### src/hdl/dpbrw_pkg.sv
/*
 dpbrw_pkg: register map, field positions, message encodings and
 counts shared by the data port requester controller.
 assumes: 32-bit apb data, one aligned word per register.
*/
package dpbrw_pkg;

   localparam int          DPBRW_ADDR_W      = 8;

   // own register map
   localparam logic [7:0]  DPBRW_CTRL_OFS    = 8'h00;
   localparam logic [7:0]  DPBRW_STATUS_OFS  = 8'h04;
   localparam logic [7:0]  DPBRW_XOFF_OFS    = 8'h08;
   localparam logic [7:0]  DPBRW_YOFF_OFS    = 8'h0c;
   localparam logic [7:0]  DPBRW_MASK_OFS    = 8'h10;
   localparam logic [7:0]  DPBRW_DISP_OFS    = 8'h14;
   localparam logic [7:0]  DPBRW_BTI_OFS     = 8'h18;
   localparam logic [7:0]  DPBRW_DIDX_OFS    = 8'h1c;
   localparam logic [7:0]  DPBRW_EXEC_OFS    = 8'h20;
   localparam int          DPBRW_PIX_SEL_BIT = 7;

   // control fields
   localparam int          DPBRW_START_BIT   = 0;
   localparam int          DPBRW_KIND_LSB    = 1;
   localparam int          DPBRW_EOT_BIT     = 3;
   localparam int          DPBRW_FLAGS_LSB   = 4;

   // status fields
   localparam int          DPBRW_BUSY_BIT    = 0;
   localparam int          DPBRW_DONE_BIT    = 1;
   localparam int          DPBRW_ERR_BIT     = 2;

   typedef enum logic [1:0] {
      DPBRW_KIND_BLK_RD = 2'h0,
      DPBRW_KIND_BLK_WR = 2'h1,
      DPBRW_KIND_SV_WR  = 2'h2,
      DPBRW_KIND_BAD    = 2'h3
   } dpbrw_kind_type;

   // descriptor and header layout
   localparam int          DPBRW_DESC_W      = 13;
   localparam int          DPBRW_DESC_FLAGS  = 8;
   localparam logic [7:0]  DPBRW_BTI_STATELESS = 8'hff;
   localparam int          DPBRW_X_ALIGN_W   = 3;
   localparam int          DPBRW_Y_ALIGN_W   = 2;
   localparam int          DPBRW_DIDX_TOP    = 27;
   localparam logic [2:0]  DPBRW_HDR_X       = 3'h0;
   localparam logic [2:0]  DPBRW_HDR_Y       = 3'h1;
   localparam logic [2:0]  DPBRW_HDR_MASK    = 3'h2;
   localparam logic [2:0]  DPBRW_HDR_DISP    = 3'h5;
   localparam logic [2:0]  DPBRW_SV_A        = 3'h3;
   localparam logic [2:0]  DPBRW_SV_IDX      = 3'h5;

   // beat counts
   localparam logic [5:0]  DPBRW_HDR_BEATS   = 6'h08;
   localparam logic [5:0]  DPBRW_BLK_WR_BEATS = 6'h28;
   localparam logic [4:0]  DPBRW_WB_LAST     = 5'h1f;

endpackage

### src/hdl/dpbrw_host.sv
/*
 dpbrw_host: requester that builds data port messages (block read,
 block write, streamed vertex write) from apb registers and streams
 them dword by dword; block reads collect 32 writeback dwords.
 assumes: device accepts a dword on msg_valid and msg_ready high,
 writeback dwords arrive in order on wb_valid while wb_ready is high.
*/
`timescale 1ns/100ps
`default_nettype none

// How it works
// - dispatch id sent in header dword 5
// - y offset signed, four row aligned
// - x offset signed, eight pixel aligned
// - first register: channels 1/0, pixels 0-15
// - second register: channels 1/0, pixels 16-31
// - channels 3/2 follow in two more
// - element index below two to 27
// - streamed write never ends the thread
// - streamed write never uses index 255
// - target untiled, dword aligned surface
module dpbrw_host (
   input  wire logic                             pclk,
   input  wire logic                             presetn,
   input  wire logic [dpbrw_pkg::DPBRW_ADDR_W-1:0] paddr,
   input  wire logic                             psel,
   input  wire logic                             penable,
   input  wire logic                             pwrite,
   input  wire logic [31:0]                      pwdata,
   output logic      [31:0]                      prdata,
   output logic                                  pready,
   output logic                                  pslverr,
   output logic                                  msg_valid,
   input  wire logic                             msg_ready,
   output logic      [31:0]                      msg_data,
   output logic                                  msg_last,
   output logic      [1:0]                       msg_kind,
   output logic      [dpbrw_pkg::DPBRW_DESC_W-1:0] msg_desc,
   output logic                                  msg_eot,
   output logic      [3:0]                       msg_exec,
   input  wire logic                             wb_valid,
   input  wire logic [31:0]                      wb_data,
   output logic                                  wb_ready
);
   import dpbrw_pkg::*;

   typedef enum logic [1:0] {ST_IDLE, ST_SEND, ST_WB} dpbrw_st_type;

   dpbrw_st_type   st_q, st_d;
   logic [31:0]    pix_q [32];
   logic [31:0]    pix_d [32];
   logic [31:0]    xoff_q, xoff_d, yoff_q, yoff_d, mask_q, mask_d;
   logic [31:0]    didx_q, didx_d;
   logic [7:0]     disp_q, disp_d, bti_q, bti_d;
   logic [3:0]     exec_q, exec_d;
   dpbrw_kind_type kind_q, kind_d;
   logic           eot_q, eot_d, done_q, done_d, err_q, err_d;
   logic [2:0]     flags_q, flags_d;
   logic [5:0]     beat_q, beat_d;
   logic [4:0]     wbc_q, wbc_d;
   logic [31:0]    mdata_q, mdata_d, prdata_q, prdata_d;
   logic           mvalid_q, mvalid_d, mlast_q, mlast_d, wbr_q, wbr_d;
   logic           pready_q, pready_d, pslverr_q, pslverr_d;
   logic [1:0]     mkind_q, mkind_d;
   logic [DPBRW_DESC_W-1:0] mdesc_q, mdesc_d;
   logic           meot_q, meot_d;
   logic [3:0]     mexec_q, mexec_d;
   logic [5:0]     nbeat;
   logic [5:0]     pay_beat;
   logic [4:0]     pk_num, pk_lo, pk_hi;
   logic           pk_chan;
   logic           mapped;
   logic           wr_take;

   //////////////////////////////////////////////////////////////////////
   // apb answer: one wait state, so the read mux is registered

   always_comb begin
      mapped = (paddr[1:0] == 2'h0) &&
               (paddr[DPBRW_PIX_SEL_BIT] ||
                (paddr <= DPBRW_EXEC_OFS));
      pready_d  = 1'b0;
      pslverr_d = 1'b0;
      prdata_d  = 32'h0;
      if (psel && penable && !pready_q) begin
         pready_d  = 1'b1;
         pslverr_d = !mapped;
         if (paddr[DPBRW_PIX_SEL_BIT]) begin
            prdata_d = pix_q[paddr[6:2]];
         end else begin
            unique case (paddr)
               DPBRW_CTRL_OFS:   prdata_d = {25'h0, flags_q, eot_q,
                                             kind_q, 1'b0};
               DPBRW_STATUS_OFS: prdata_d = {29'h0, err_q, done_q,
                                             st_q != ST_IDLE};
               DPBRW_XOFF_OFS:   prdata_d = xoff_q;
               DPBRW_YOFF_OFS:   prdata_d = yoff_q;
               DPBRW_MASK_OFS:   prdata_d = mask_q;
               DPBRW_DISP_OFS:   prdata_d = {24'h0, disp_q};
               DPBRW_BTI_OFS:    prdata_d = {24'h0, bti_q};
               DPBRW_DIDX_OFS:   prdata_d = didx_q;
               DPBRW_EXEC_OFS:   prdata_d = {28'h0, exec_q};
               default:          prdata_d = 32'h0;
            endcase
         end
      end
   end

   always_ff @(posedge pclk or negedge presetn) begin
      if (!presetn) begin
         pready_q  <= 1'b0;
         pslverr_q <= 1'b0;
         prdata_q  <= 32'h0;
      end else begin
         pready_q  <= pready_d;
         pslverr_q <= pslverr_d;
         prdata_q  <= prdata_d;
      end
   end

   //////////////////////////////////////////////////////////////////////
   // dword mapping for payload and writeback

   assign nbeat    = (st_q == ST_IDLE) ? 6'h00 : beat_q + 6'h01;
   assign pay_beat = nbeat - DPBRW_HDR_BEATS;
   assign pk_num   = (st_q == ST_WB) ? wbc_q : pay_beat[4:0];

   dpbrw_pack u_pack (
      .dword_num (pk_num),
      .pix_lo    (pk_lo),
      .pix_hi    (pk_hi),
      .chan_hi   (pk_chan)
   );

   //////////////////////////////////////////////////////////////////////
   // registers, message sequencer and writeback capture

   always_comb begin
      logic           start;
      logic           bad;
      logic           done_set;
      logic           err_set;
      dpbrw_kind_type kv;
      logic [31:0]    plo, phi;
      logic [31:0]    bdata;
      start    = 1'b0;
      bad      = 1'b0;
      done_set = 1'b0;
      err_set  = 1'b0;
      plo      = pix_q[pk_lo];
      phi      = pix_q[pk_hi];
      bdata    = 32'h0;
      // a refused address must not leak into the pixel store
      wr_take  = psel && penable && pwrite && pready_q && mapped;
      st_d = st_q;   xoff_d = xoff_q; yoff_d = yoff_q; mask_d = mask_q;
      didx_d = didx_q; disp_d = disp_q; bti_d = bti_q; exec_d = exec_q;
      kind_d = kind_q; eot_d = eot_q; flags_d = flags_q;
      done_d = done_q; err_d = err_q;
      beat_d = beat_q; wbc_d = wbc_q; mdata_d = mdata_q;
      mvalid_d = mvalid_q; mlast_d = mlast_q; wbr_d = wbr_q;
      mkind_d = mkind_q; mdesc_d = mdesc_q; meot_d = meot_q;
      mexec_d = mexec_q;
      pix_d = pix_q;
      // configuration is frozen while a message is in flight
      if (wr_take && st_q == ST_IDLE) begin
         if (paddr[DPBRW_PIX_SEL_BIT]) begin
            pix_d[paddr[6:2]] = pwdata;
         end else begin
            unique case (paddr)
               DPBRW_CTRL_OFS: begin
                  start   = pwdata[DPBRW_START_BIT];
                  kind_d  = dpbrw_kind_type'(pwdata[DPBRW_KIND_LSB +: 2]);
                  eot_d   = pwdata[DPBRW_EOT_BIT];
                  flags_d = pwdata[DPBRW_FLAGS_LSB +: 3];
               end
               DPBRW_XOFF_OFS: xoff_d = pwdata;
               DPBRW_YOFF_OFS: yoff_d = pwdata;
               DPBRW_MASK_OFS: mask_d = pwdata;
               DPBRW_DISP_OFS: disp_d = pwdata[7:0];
               DPBRW_BTI_OFS:  bti_d  = pwdata[7:0];
               DPBRW_DIDX_OFS: didx_d = pwdata;
               DPBRW_EXEC_OFS: exec_d = pwdata[3:0];
               default: ;
            endcase
         end
      end
      kv = kind_d;
      // header and payload dword for beat nbeat
      if (nbeat < DPBRW_HDR_BEATS) begin
         if (kv == DPBRW_KIND_SV_WR) begin
            if (nbeat[2:0] <= DPBRW_SV_A) begin
               bdata = pix_q[nbeat[1:0]];
            end else if (nbeat[2:0] == DPBRW_SV_IDX) begin
               bdata = didx_q;
            end
         end else begin
            unique case (nbeat[2:0])
               DPBRW_HDR_X:    bdata = xoff_q;
               DPBRW_HDR_Y:    bdata = yoff_q;
               DPBRW_HDR_MASK: bdata = mask_q;
               DPBRW_HDR_DISP: bdata = {24'h0, disp_q};
               default:        bdata = 32'h0;
            endcase
         end
      end else if (pk_chan) begin
         bdata = {phi[31:24], phi[23:16], plo[31:24], plo[23:16]};
      end else begin
         bdata = {phi[15:8], phi[7:0], plo[15:8], plo[7:0]};
      end
      unique case (st_q)
         ST_IDLE: begin
            if (start) begin
               bad = (kv == DPBRW_KIND_BAD) ||
                     ((kv != DPBRW_KIND_SV_WR) &&
                      ((xoff_q[DPBRW_X_ALIGN_W-1:0] != '0) ||
                       (yoff_q[DPBRW_Y_ALIGN_W-1:0] != '0))) ||
                     ((kv == DPBRW_KIND_SV_WR) &&
                      ((didx_q[31:DPBRW_DIDX_TOP] != '0) ||
                       eot_d ||
                       (bti_q == DPBRW_BTI_STATELESS)));
               if (bad) begin
                  err_set = 1'b1;
               end else begin
                  st_d     = ST_SEND;
                  beat_d   = 6'h00;
                  mvalid_d = 1'b1;
                  mlast_d  = 1'b0;
                  mdata_d  = bdata;
                  mkind_d  = kv;
                  // surface tiling and alignment stay with software
                  mdesc_d  = {2'h0, flags_d, bti_q};
                  meot_d   = eot_d;
                  mexec_d  = exec_q;
               end
            end
         end
         ST_SEND: begin
            if (msg_ready) begin
               if (mlast_q) begin
                  mvalid_d = 1'b0;
                  mlast_d  = 1'b0;
                  if (mkind_q == DPBRW_KIND_BLK_RD) begin
                     st_d  = ST_WB;
                     wbr_d = 1'b1;
                     wbc_d = 5'h00;
                  end else begin
                     st_d     = ST_IDLE;
                     done_set = 1'b1;
                  end
               end else begin
                  beat_d  = nbeat;
                  mdata_d = bdata;
                  mlast_d = (mkind_q == DPBRW_KIND_BLK_WR) ?
                            (nbeat == DPBRW_BLK_WR_BEATS - 6'h01) :
                            (nbeat == DPBRW_HDR_BEATS - 6'h01);
               end
            end
         end
         ST_WB: begin
            if (wb_valid) begin
               // writeback uses the write payload layout
               if (pk_chan) begin
                  pix_d[pk_lo][31:16] = wb_data[15:0];
                  pix_d[pk_hi][31:16] = wb_data[31:16];
               end else begin
                  pix_d[pk_lo][15:0] = wb_data[15:0];
                  pix_d[pk_hi][15:0] = wb_data[31:16];
               end
               wbc_d = wbc_q + 5'h01;
               if (wbc_q == DPBRW_WB_LAST) begin
                  st_d     = ST_IDLE;
                  wbr_d    = 1'b0;
                  done_set = 1'b1;
               end
            end
         end
      endcase
      // write one to clear; a same-cycle set wins
      if (wr_take && paddr == DPBRW_STATUS_OFS) begin
         done_d = done_q && !pwdata[DPBRW_DONE_BIT];
         err_d  = err_q && !pwdata[DPBRW_ERR_BIT];
      end
      done_d = done_d || done_set;
      err_d  = err_d || err_set;
   end

   always_ff @(posedge pclk or negedge presetn) begin
      if (!presetn) begin
         st_q <= ST_IDLE;   xoff_q <= 32'h0; yoff_q <= 32'h0;
         mask_q <= 32'h0;   didx_q <= 32'h0; disp_q <= 8'h0;
         bti_q <= 8'h0;     exec_q <= 4'h0;  kind_q <= DPBRW_KIND_BLK_RD;
         eot_q <= 1'b0;     flags_q <= 3'h0; done_q <= 1'b0;
         err_q <= 1'b0;     beat_q <= 6'h00; wbc_q <= 5'h00;
         mdata_q <= 32'h0;  mvalid_q <= 1'b0; mlast_q <= 1'b0;
         wbr_q <= 1'b0;     mkind_q <= 2'h0;  mdesc_q <= '0;
         meot_q <= 1'b0;    mexec_q <= 4'h0;
         for (int i = 0; i < 32; i++) begin
            pix_q[i] <= 32'h0;
         end
      end else begin
         st_q <= st_d;      xoff_q <= xoff_d; yoff_q <= yoff_d;
         mask_q <= mask_d;  didx_q <= didx_d; disp_q <= disp_d;
         bti_q <= bti_d;    exec_q <= exec_d; kind_q <= kind_d;
         eot_q <= eot_d;    flags_q <= flags_d; done_q <= done_d;
         err_q <= err_d;    beat_q <= beat_d; wbc_q <= wbc_d;
         mdata_q <= mdata_d; mvalid_q <= mvalid_d; mlast_q <= mlast_d;
         wbr_q <= wbr_d;    mkind_q <= mkind_d; mdesc_q <= mdesc_d;
         meot_q <= meot_d;  mexec_q <= mexec_d;
         pix_q <= pix_d;
      end
   end

   assign prdata    = prdata_q;
   assign pready    = pready_q;
   assign pslverr   = pslverr_q;
   assign msg_valid = mvalid_q;
   assign msg_data  = mdata_q;
   assign msg_last  = mlast_q;
   assign msg_kind  = mkind_q;
   assign msg_desc  = mdesc_q;
   assign msg_eot   = meot_q;
   assign msg_exec  = mexec_q;
   assign wb_ready  = wbr_q;

   logic blk;
   assign blk = (mkind_q != DPBRW_KIND_SV_WR);
endmodule // dpbrw_host

`default_nettype wire

### src/hdl/dpbrw_pack.sv
/*
 dpbrw_pack: maps a payload or writeback dword number to the pixel
 pair and channel pair it carries.
 assumes: dword number = register (4:3) and dword in register (2:0).
*/
`timescale 1ns/100ps
`default_nettype none

module dpbrw_pack (
   input  wire logic [4:0] dword_num,
   output logic      [4:0] pix_lo,
   output logic      [4:0] pix_hi,
   output logic            chan_hi
);
   import dpbrw_pkg::*;

   // dword order 1/0,3/2,9/8,11/10,5/4,7/6,13/12,15/14 per half
   always_comb begin
      pix_lo  = {dword_num[3], dword_num[1], dword_num[2],
                 dword_num[0], 1'b0};
      pix_hi  = {dword_num[3], dword_num[1], dword_num[2],
                 dword_num[0], 1'b1};
      chan_hi = dword_num[4];
   end

endmodule // dpbrw_pack

`default_nettype wire

### config.mk
export PLATFORM = sky130hd
export DESIGN_NAME = dpbrw_host
export DESIGN_NICKNAME = d
export VERILOG_FILES = /design/src/hdl/dpbrw_pkg.sv /design/src/hdl/dpbrw_host.sv /design/src/hdl/dpbrw_pack.sv
export SDC_FILE = /design/constraint.sdc
export NUM_CORES = 2
export LEC_CHECK = 0
export BUFFER_PORTS_ARGS = -buffer_cell sky130_fd_sc_hd__buf_2
export CAP_MARGIN = 25
export CORE_AREA = 2 2 339 341
export DETAILED_ROUTE_END_ITERATION = 6
export DIE_AREA = 0 0 341 343
export GPL_TIMING_DRIVEN = 0
export HOLD_SLACK_MARGIN = 0.02
export PLACE_DENSITY = 0.85
export RECOVER_POWER = 100
export REMOVE_ABC_BUFFERS = 1
export SYNTH_ARGS = -nofsm -noshare
export SYNTH_HDL_FRONTEND = slang
export SYNTH_SLANG_ARGS = --single-unit
export TNS_END_PERCENT = 20
### constraint.sdc
create_clock -name pclk -period 5.17 [get_ports pclk]
set_input_delay 0.517 -clock pclk [delete_from_list [all_inputs] [get_ports pclk]]
set_output_delay 0.517 -clock pclk [all_outputs]
set_load 0.01 [all_outputs]
==> impl_results.md, run 1 <==
* Post-synth ARST share at 1.00
* Status: aborted with a tool error
* Total GRT Usage at 0.707
* Area share of the largest cell type after synthesis at 0.412
* Post-DP HPWL at 215000 um
* Tool error: [ERROR GRT-0232] Routing congestion too high. Check the congestion heatmap in the GUI.
* Mux cell area share after synthesis at 0.256
* Failed at: global routing (5_1_grt)
* Post-CTS setup buffer count at 0
* IO buf count at 165
* Routability cong. at 0.957
* Num rows at 124
* Seq cells post-synth at 1280
* Initial Util at 0.685
* Total congestion overflow at 5
* Synth unique cells at 76
* Syn avg cell area at 9.34 sq um
* Die Width at about 340 um
* Synth area leader: dfrtp_1
* Post-synthesis compound-gate area fraction at 0.144
* IO Count at approximately 170
* Yosys warns at 0
* Sequential share of the synthesized area at 0.412
* Mapped Cells at 8319
* Post-synth EDFFs at 0
* Pin count of the biggest net entering global routing at 174
* Clock buffer depth at 3
* Synth Area in Adders at 0.000966
* Mapped cell area at 77700 sq um
* Clk root buf: clkbuf_16
* Chip height at ~340 um
* Most used DFF post-synth: dfrtp_1
* Clock sinks at 1280
* Largest family of logic cells by synthesized area: multiplexers
* CTS H-tree lvls at 4
* Post-Synth XOR/XNOR Area at 0.000676
* Synth area leaders: dfrtp_1, mux2i_1, nand2_1, mux4_2, o21ai_0
* Num CTS Buffers at ~140
* Simple-gate share of the synthesized area at 0.137
-- per-stage QoR --
| step | std cells | hold WS [ps] | setup WS (ps) | instance area, sq um |
|---|---|---|---|---|
| 2_1_floorplan | 7401 | 221 | -15300 | 74000 |
| 4_1_cts | 9548 | 108 | -26.8 | 87100 |
| 3_3_place_gp | 9078 | 449 | -30230 | 76700 |
| 3_5_place_dp | 9303 | 457 | -335 | 82400 |
-- metal layers --
layer | track usage | overflow
met1 | 0.725 | 1
met4 | 0.644 | 2
met5 | 0.428 | 0
met2 | 0.808 | 1
met3 | 0.626 | 1
-- cell usage after synthesis (65+ instances only) --
cell type / number
a211oi_1: 88
a21oi_1: 405
a22oi_1: 137
buf_1: 89
buf_2: 144
clkbuf_1: 659
dfrtp_1: 1280
mux2_2: 172
mux2i_1: 1168
mux4_2: 273
nand2_1: 1662
nand3_1: 386
nor2_1: 294
o21ai_0: 919
o22ai_1: 65
-- kinds of logic after synthesis --
family | count (synthesis)
xor gates and xnor gates | 6
adders and majority gates | 6
AOI/OAI and AO/OA | 1895
muxes | 1623
DFF | 1280
other | 1
buffers and inverters | 946
and+or+nand+nor | 2562
-- timing repair --
action | 4_1_cts
gates resized for setup | 3
pin swaps | 1
hold buffers | 1
gates cloned | 1
endpoints found under the hold margin | 67
endpoints found under the setup margin | 4
==> run 2: changes to the inputs <==
--- a/config.mk
+++ b/config.mk
@@ -7,12 +7,11 @@
 export LEC_CHECK = 0
 export BUFFER_PORTS_ARGS = -buffer_cell sky130_fd_sc_hd__buf_2
 export CAP_MARGIN = 25
-export CORE_AREA = 2 2 339 341
+export CORE_AREA = 2 2 444 446
 export DETAILED_ROUTE_END_ITERATION = 6
-export DIE_AREA = 0 0 341 343
+export DIE_AREA = 0 0 446 448
 export GPL_TIMING_DRIVEN = 0
-export HOLD_SLACK_MARGIN = 0.02
-export PLACE_DENSITY = 0.85
+export PLACE_DENSITY_LB_ADDON = 0.15
 export RECOVER_POWER = 100
 export REMOVE_ABC_BUFFERS = 1
 export SYNTH_ARGS = -nofsm -noshare
==> run 2 against run 1 <==
  * The flow now finishes, with violations (DRC, capacitance limit, slew limit, setup timing)
  * Synthesized area stayed put
  * Synthesized cell count stayed put
==> impl_results.md, run 2 <==
* Commonest non-fill, non-tap cell in the layout: nand2_1
* Share of cells above drive strength 1 at 0.147
* Top reg by flops: pix_q
* Via-per-instance ratio at approximately 6.7
* Worst Skew at 29.6 ps
* Most used DFF post-synth: dfrtp_1 (unchanged)
* Final WL at roughly 380000 um
* Seq cells post-synth at 1280 (unchanged)
* HP Class: in -> reg
* Mapped Cells at 8319 (unchanged)
* CP arrival at slightly above 6000 ps
* Synth area leader: dfrtp_1 (unchanged)
* Kind of critical path: in -> reg
* Synth area leaders: dfrtp_1, mux2i_1, nand2_1, mux4_2, o21ai_0 (unchanged)
* Core Util, Final at 0.462
* Pin count of the biggest net entering global routing at 150
* Power, Total at 38.4 mW
* Mapped cell area at 77700 sq um (unchanged)
* Die Area at 200000 sq um
* Worst Min Path Start: msg_ready
* Worst Tran Pin Value at between 3000 and 4000 ps
* Worst path cell trace: clkbuf_2 > inv_1 > buf_12 > nor2_4 > buf_16 > nand2_2 > buf_12 > nor3_1 > clkbuf_1 > clkbuf_1 > buf_6 > mux2_2
* Critical path endpoint category: register
* Clock sinks at 1280 (unchanged)
* Top delay family on crit path: buffers and inverters
* Total congestion overflow at 0
* Type of origin of the critical path: input pin
* RSZ-0062 raised after global routing: false
* Fin Setup TNS at -10860 ps
* Vias at between 70000 and 80000
* Post-synth ARST share at 1.00 (unchanged)
* Num CTS Buffers at 155 (was 139)
* DRT Pass-1 Iters at 7
* Largest fanout on the critical path at 16
* Clock-pin slew on the worst setup and hold paths at roughly 60 ps
* Status: finished, violations left (was aborted with a tool error)
* IO Count at 168 (unchanged)
* Fmax at 0.185 GHz
* Slew Limit Fails at 265
* Layout area overhead at 15.7%
* Worst-Skew Late Latency at 840 ps
* Pwr dens at roughly 430 nW/um^2
* Num rows at 162 (was 124)
* Post-DP HPWL at 254000 um (was 215000 um)
* VDD IR max at 0.000495 V
* Final Hold Vio Count at 0
* Crit path required time at about 5900 ps
* Setup ws final at -246 ps
* Iter 0 DRT Violations at 11773
* CTS H-tree lvls at 4 (unchanged)
* Number of global-route vias before repair at approximately 67000
* Minimum period implied by the final worst setup slack at 5420 ps
* Clk root buf: clkbuf_16 (unchanged)
* Rel. slew slack at -1.22
* Routability cong. at 0.861 (was 0.957)
* Post-synth top cells: nand2_1, dfrtp_1, mux2i_1, o21ai_0, clkbuf_1 (unchanged)
* Drt wl/cell at around 36 um
* Period utilization at 1.05
* DRC Markers at 1
* First-pass GRT wire length at around 530000 um
* DP Area at 84900 sq um (was 82400 sq um)
* Total GRT Usage at 0.375
* CP max-delay cell: inv_1
* CP peak stage delay at 760 ps
* Initial antenna violation count at 34
* Clock tree from TritonCTS: built
* Final instance area at roughly 90000 sq um
* Routed Antenna Nets at 0
* Max cap viols at 5
* Largest register FFs at ~1000
* Failing checks: DRC, capacitance limit, slew limit, setup timing
* Most frequent cells in the layout: nand2_1, dfrtp_1, mux2i_1, o21ai_0, a21oi_1
* Leak at 36.7 nW
* Reg2reg start: beat_q[0]
* Area share of the largest cell type after synthesis at 0.412 (unchanged)
* Final Setup Violations at 157
* Clock buffer depth at 3 (unchanged)
* CORE AREA at 195000 sq um
* CP Buf/Inv Count at 8
* IO buf count at 165 (unchanged)
* Syn avg cell area at 9.34 sq um (unchanged)
* Initial Util at 0.399 (was 0.685)
* Post-synth EDFFs at 0 (unchanged)
* Worst setup startpoint: paddr[4]
* Count leader, synth: nand2_1 (unchanged)
* Reg2reg setup slack at -100 ps
* Yosys warns at 0 (unchanged)
* Die Width at 446 um (was 341 um)
* Synth unique cells at 76 (unchanged)
* Sequential share of the synthesized area at 0.412 (unchanged)
* Post-Place Worst Slack at -329 ps (was -335 ps)
* Chip height at 448 um (was 343 um)
* Final Net Count at 8106
==> run 2: cell counts after synthesis <==
No cell type changed its count.
==> run 2: metrics by stage <==
stage | hold WS (ps) | instances
finish | 69.5 | 10713
global route | 104 | 10693
CTS | 27.4 | 10667
detailed placement | 452 | 10386
global placement | 455 | 10108
floorplan | 221 | 7401
==> run 2: area by class of cell <==
cell class	count	area (sq um)
Antenna cell	31	77.6
Fill cell	18224	105000
Sequential cell	1280	32000
Clock buffer	223	4560
Inverter	27	104
Tap cell	2542	3180
Multi-Input combinational cell	6095	42600
Timing Repair Buffer	462	6700
Clock inverter	53	636
==> run 2: layer usage <==
metal,GRT usage,wire (um),vias to the layer above
met5,0,137,-
met2,0.528,158000,5412
li1,-,-,29333
met4,0.252,30200,20
met3,0.131,49500,1366
met1,0.484,145000,35229
==> run 2: cell families (layout without fill, tap and decap cells) <==
kind of cell / after synthesis / in the layout / synth area share
AOI/OAI and AO/OA: 1895 / 1896 / 0.144
xor gates and xnor gates: 6 / 6 / 0.000676
buffers and inverters: 946 / 765 / 0.0493
muxes: 1623 / 1623 / 0.256
and+or+nand+nor: 2562 / 2562 / 0.137
DFF: 1280 / 1280 / 0.412
adders and majority gates: 6 / 6 / 0.000966
other: 1 / 33 / 0.0000482
==> run 2: final timing paths <==
check / endpoint / cells after the start
worst max-delay path: mask_q[12] / 12
worst min-delay path: msg_last / 4
worst max register to register: pix_q[628] / 9
worst min register to register: msg_desc[3] / 2
max in group asynchronous: prdata[1] / 5
min in group asynchronous: pix_q[626] / 3
==> run 2: where the power goes <==
group,total [mW],switching [mW],internal (mW)
Sequential,12.0,1.00,11.0
Combinational,14.8,9.90,4.93
Clock,11.5,4.82,6.72
==> run 2: repair_timing <==
action,in CTS,in global routing
setup buffers,4,7
endpoints found under the setup margin,241,179
pin swaps,7,4
hold endpoints to repair,147,0
resized for setup,3,3
hold buffers,1,0
cloned,0,1
==> run 2: worst min-delay path, cell delays in order <==
cell and delay (ps):
buf_2 140, o21ai_0 80, nand2_1 60, o21ai_0 60
Power figures use the tool's default switching activity.
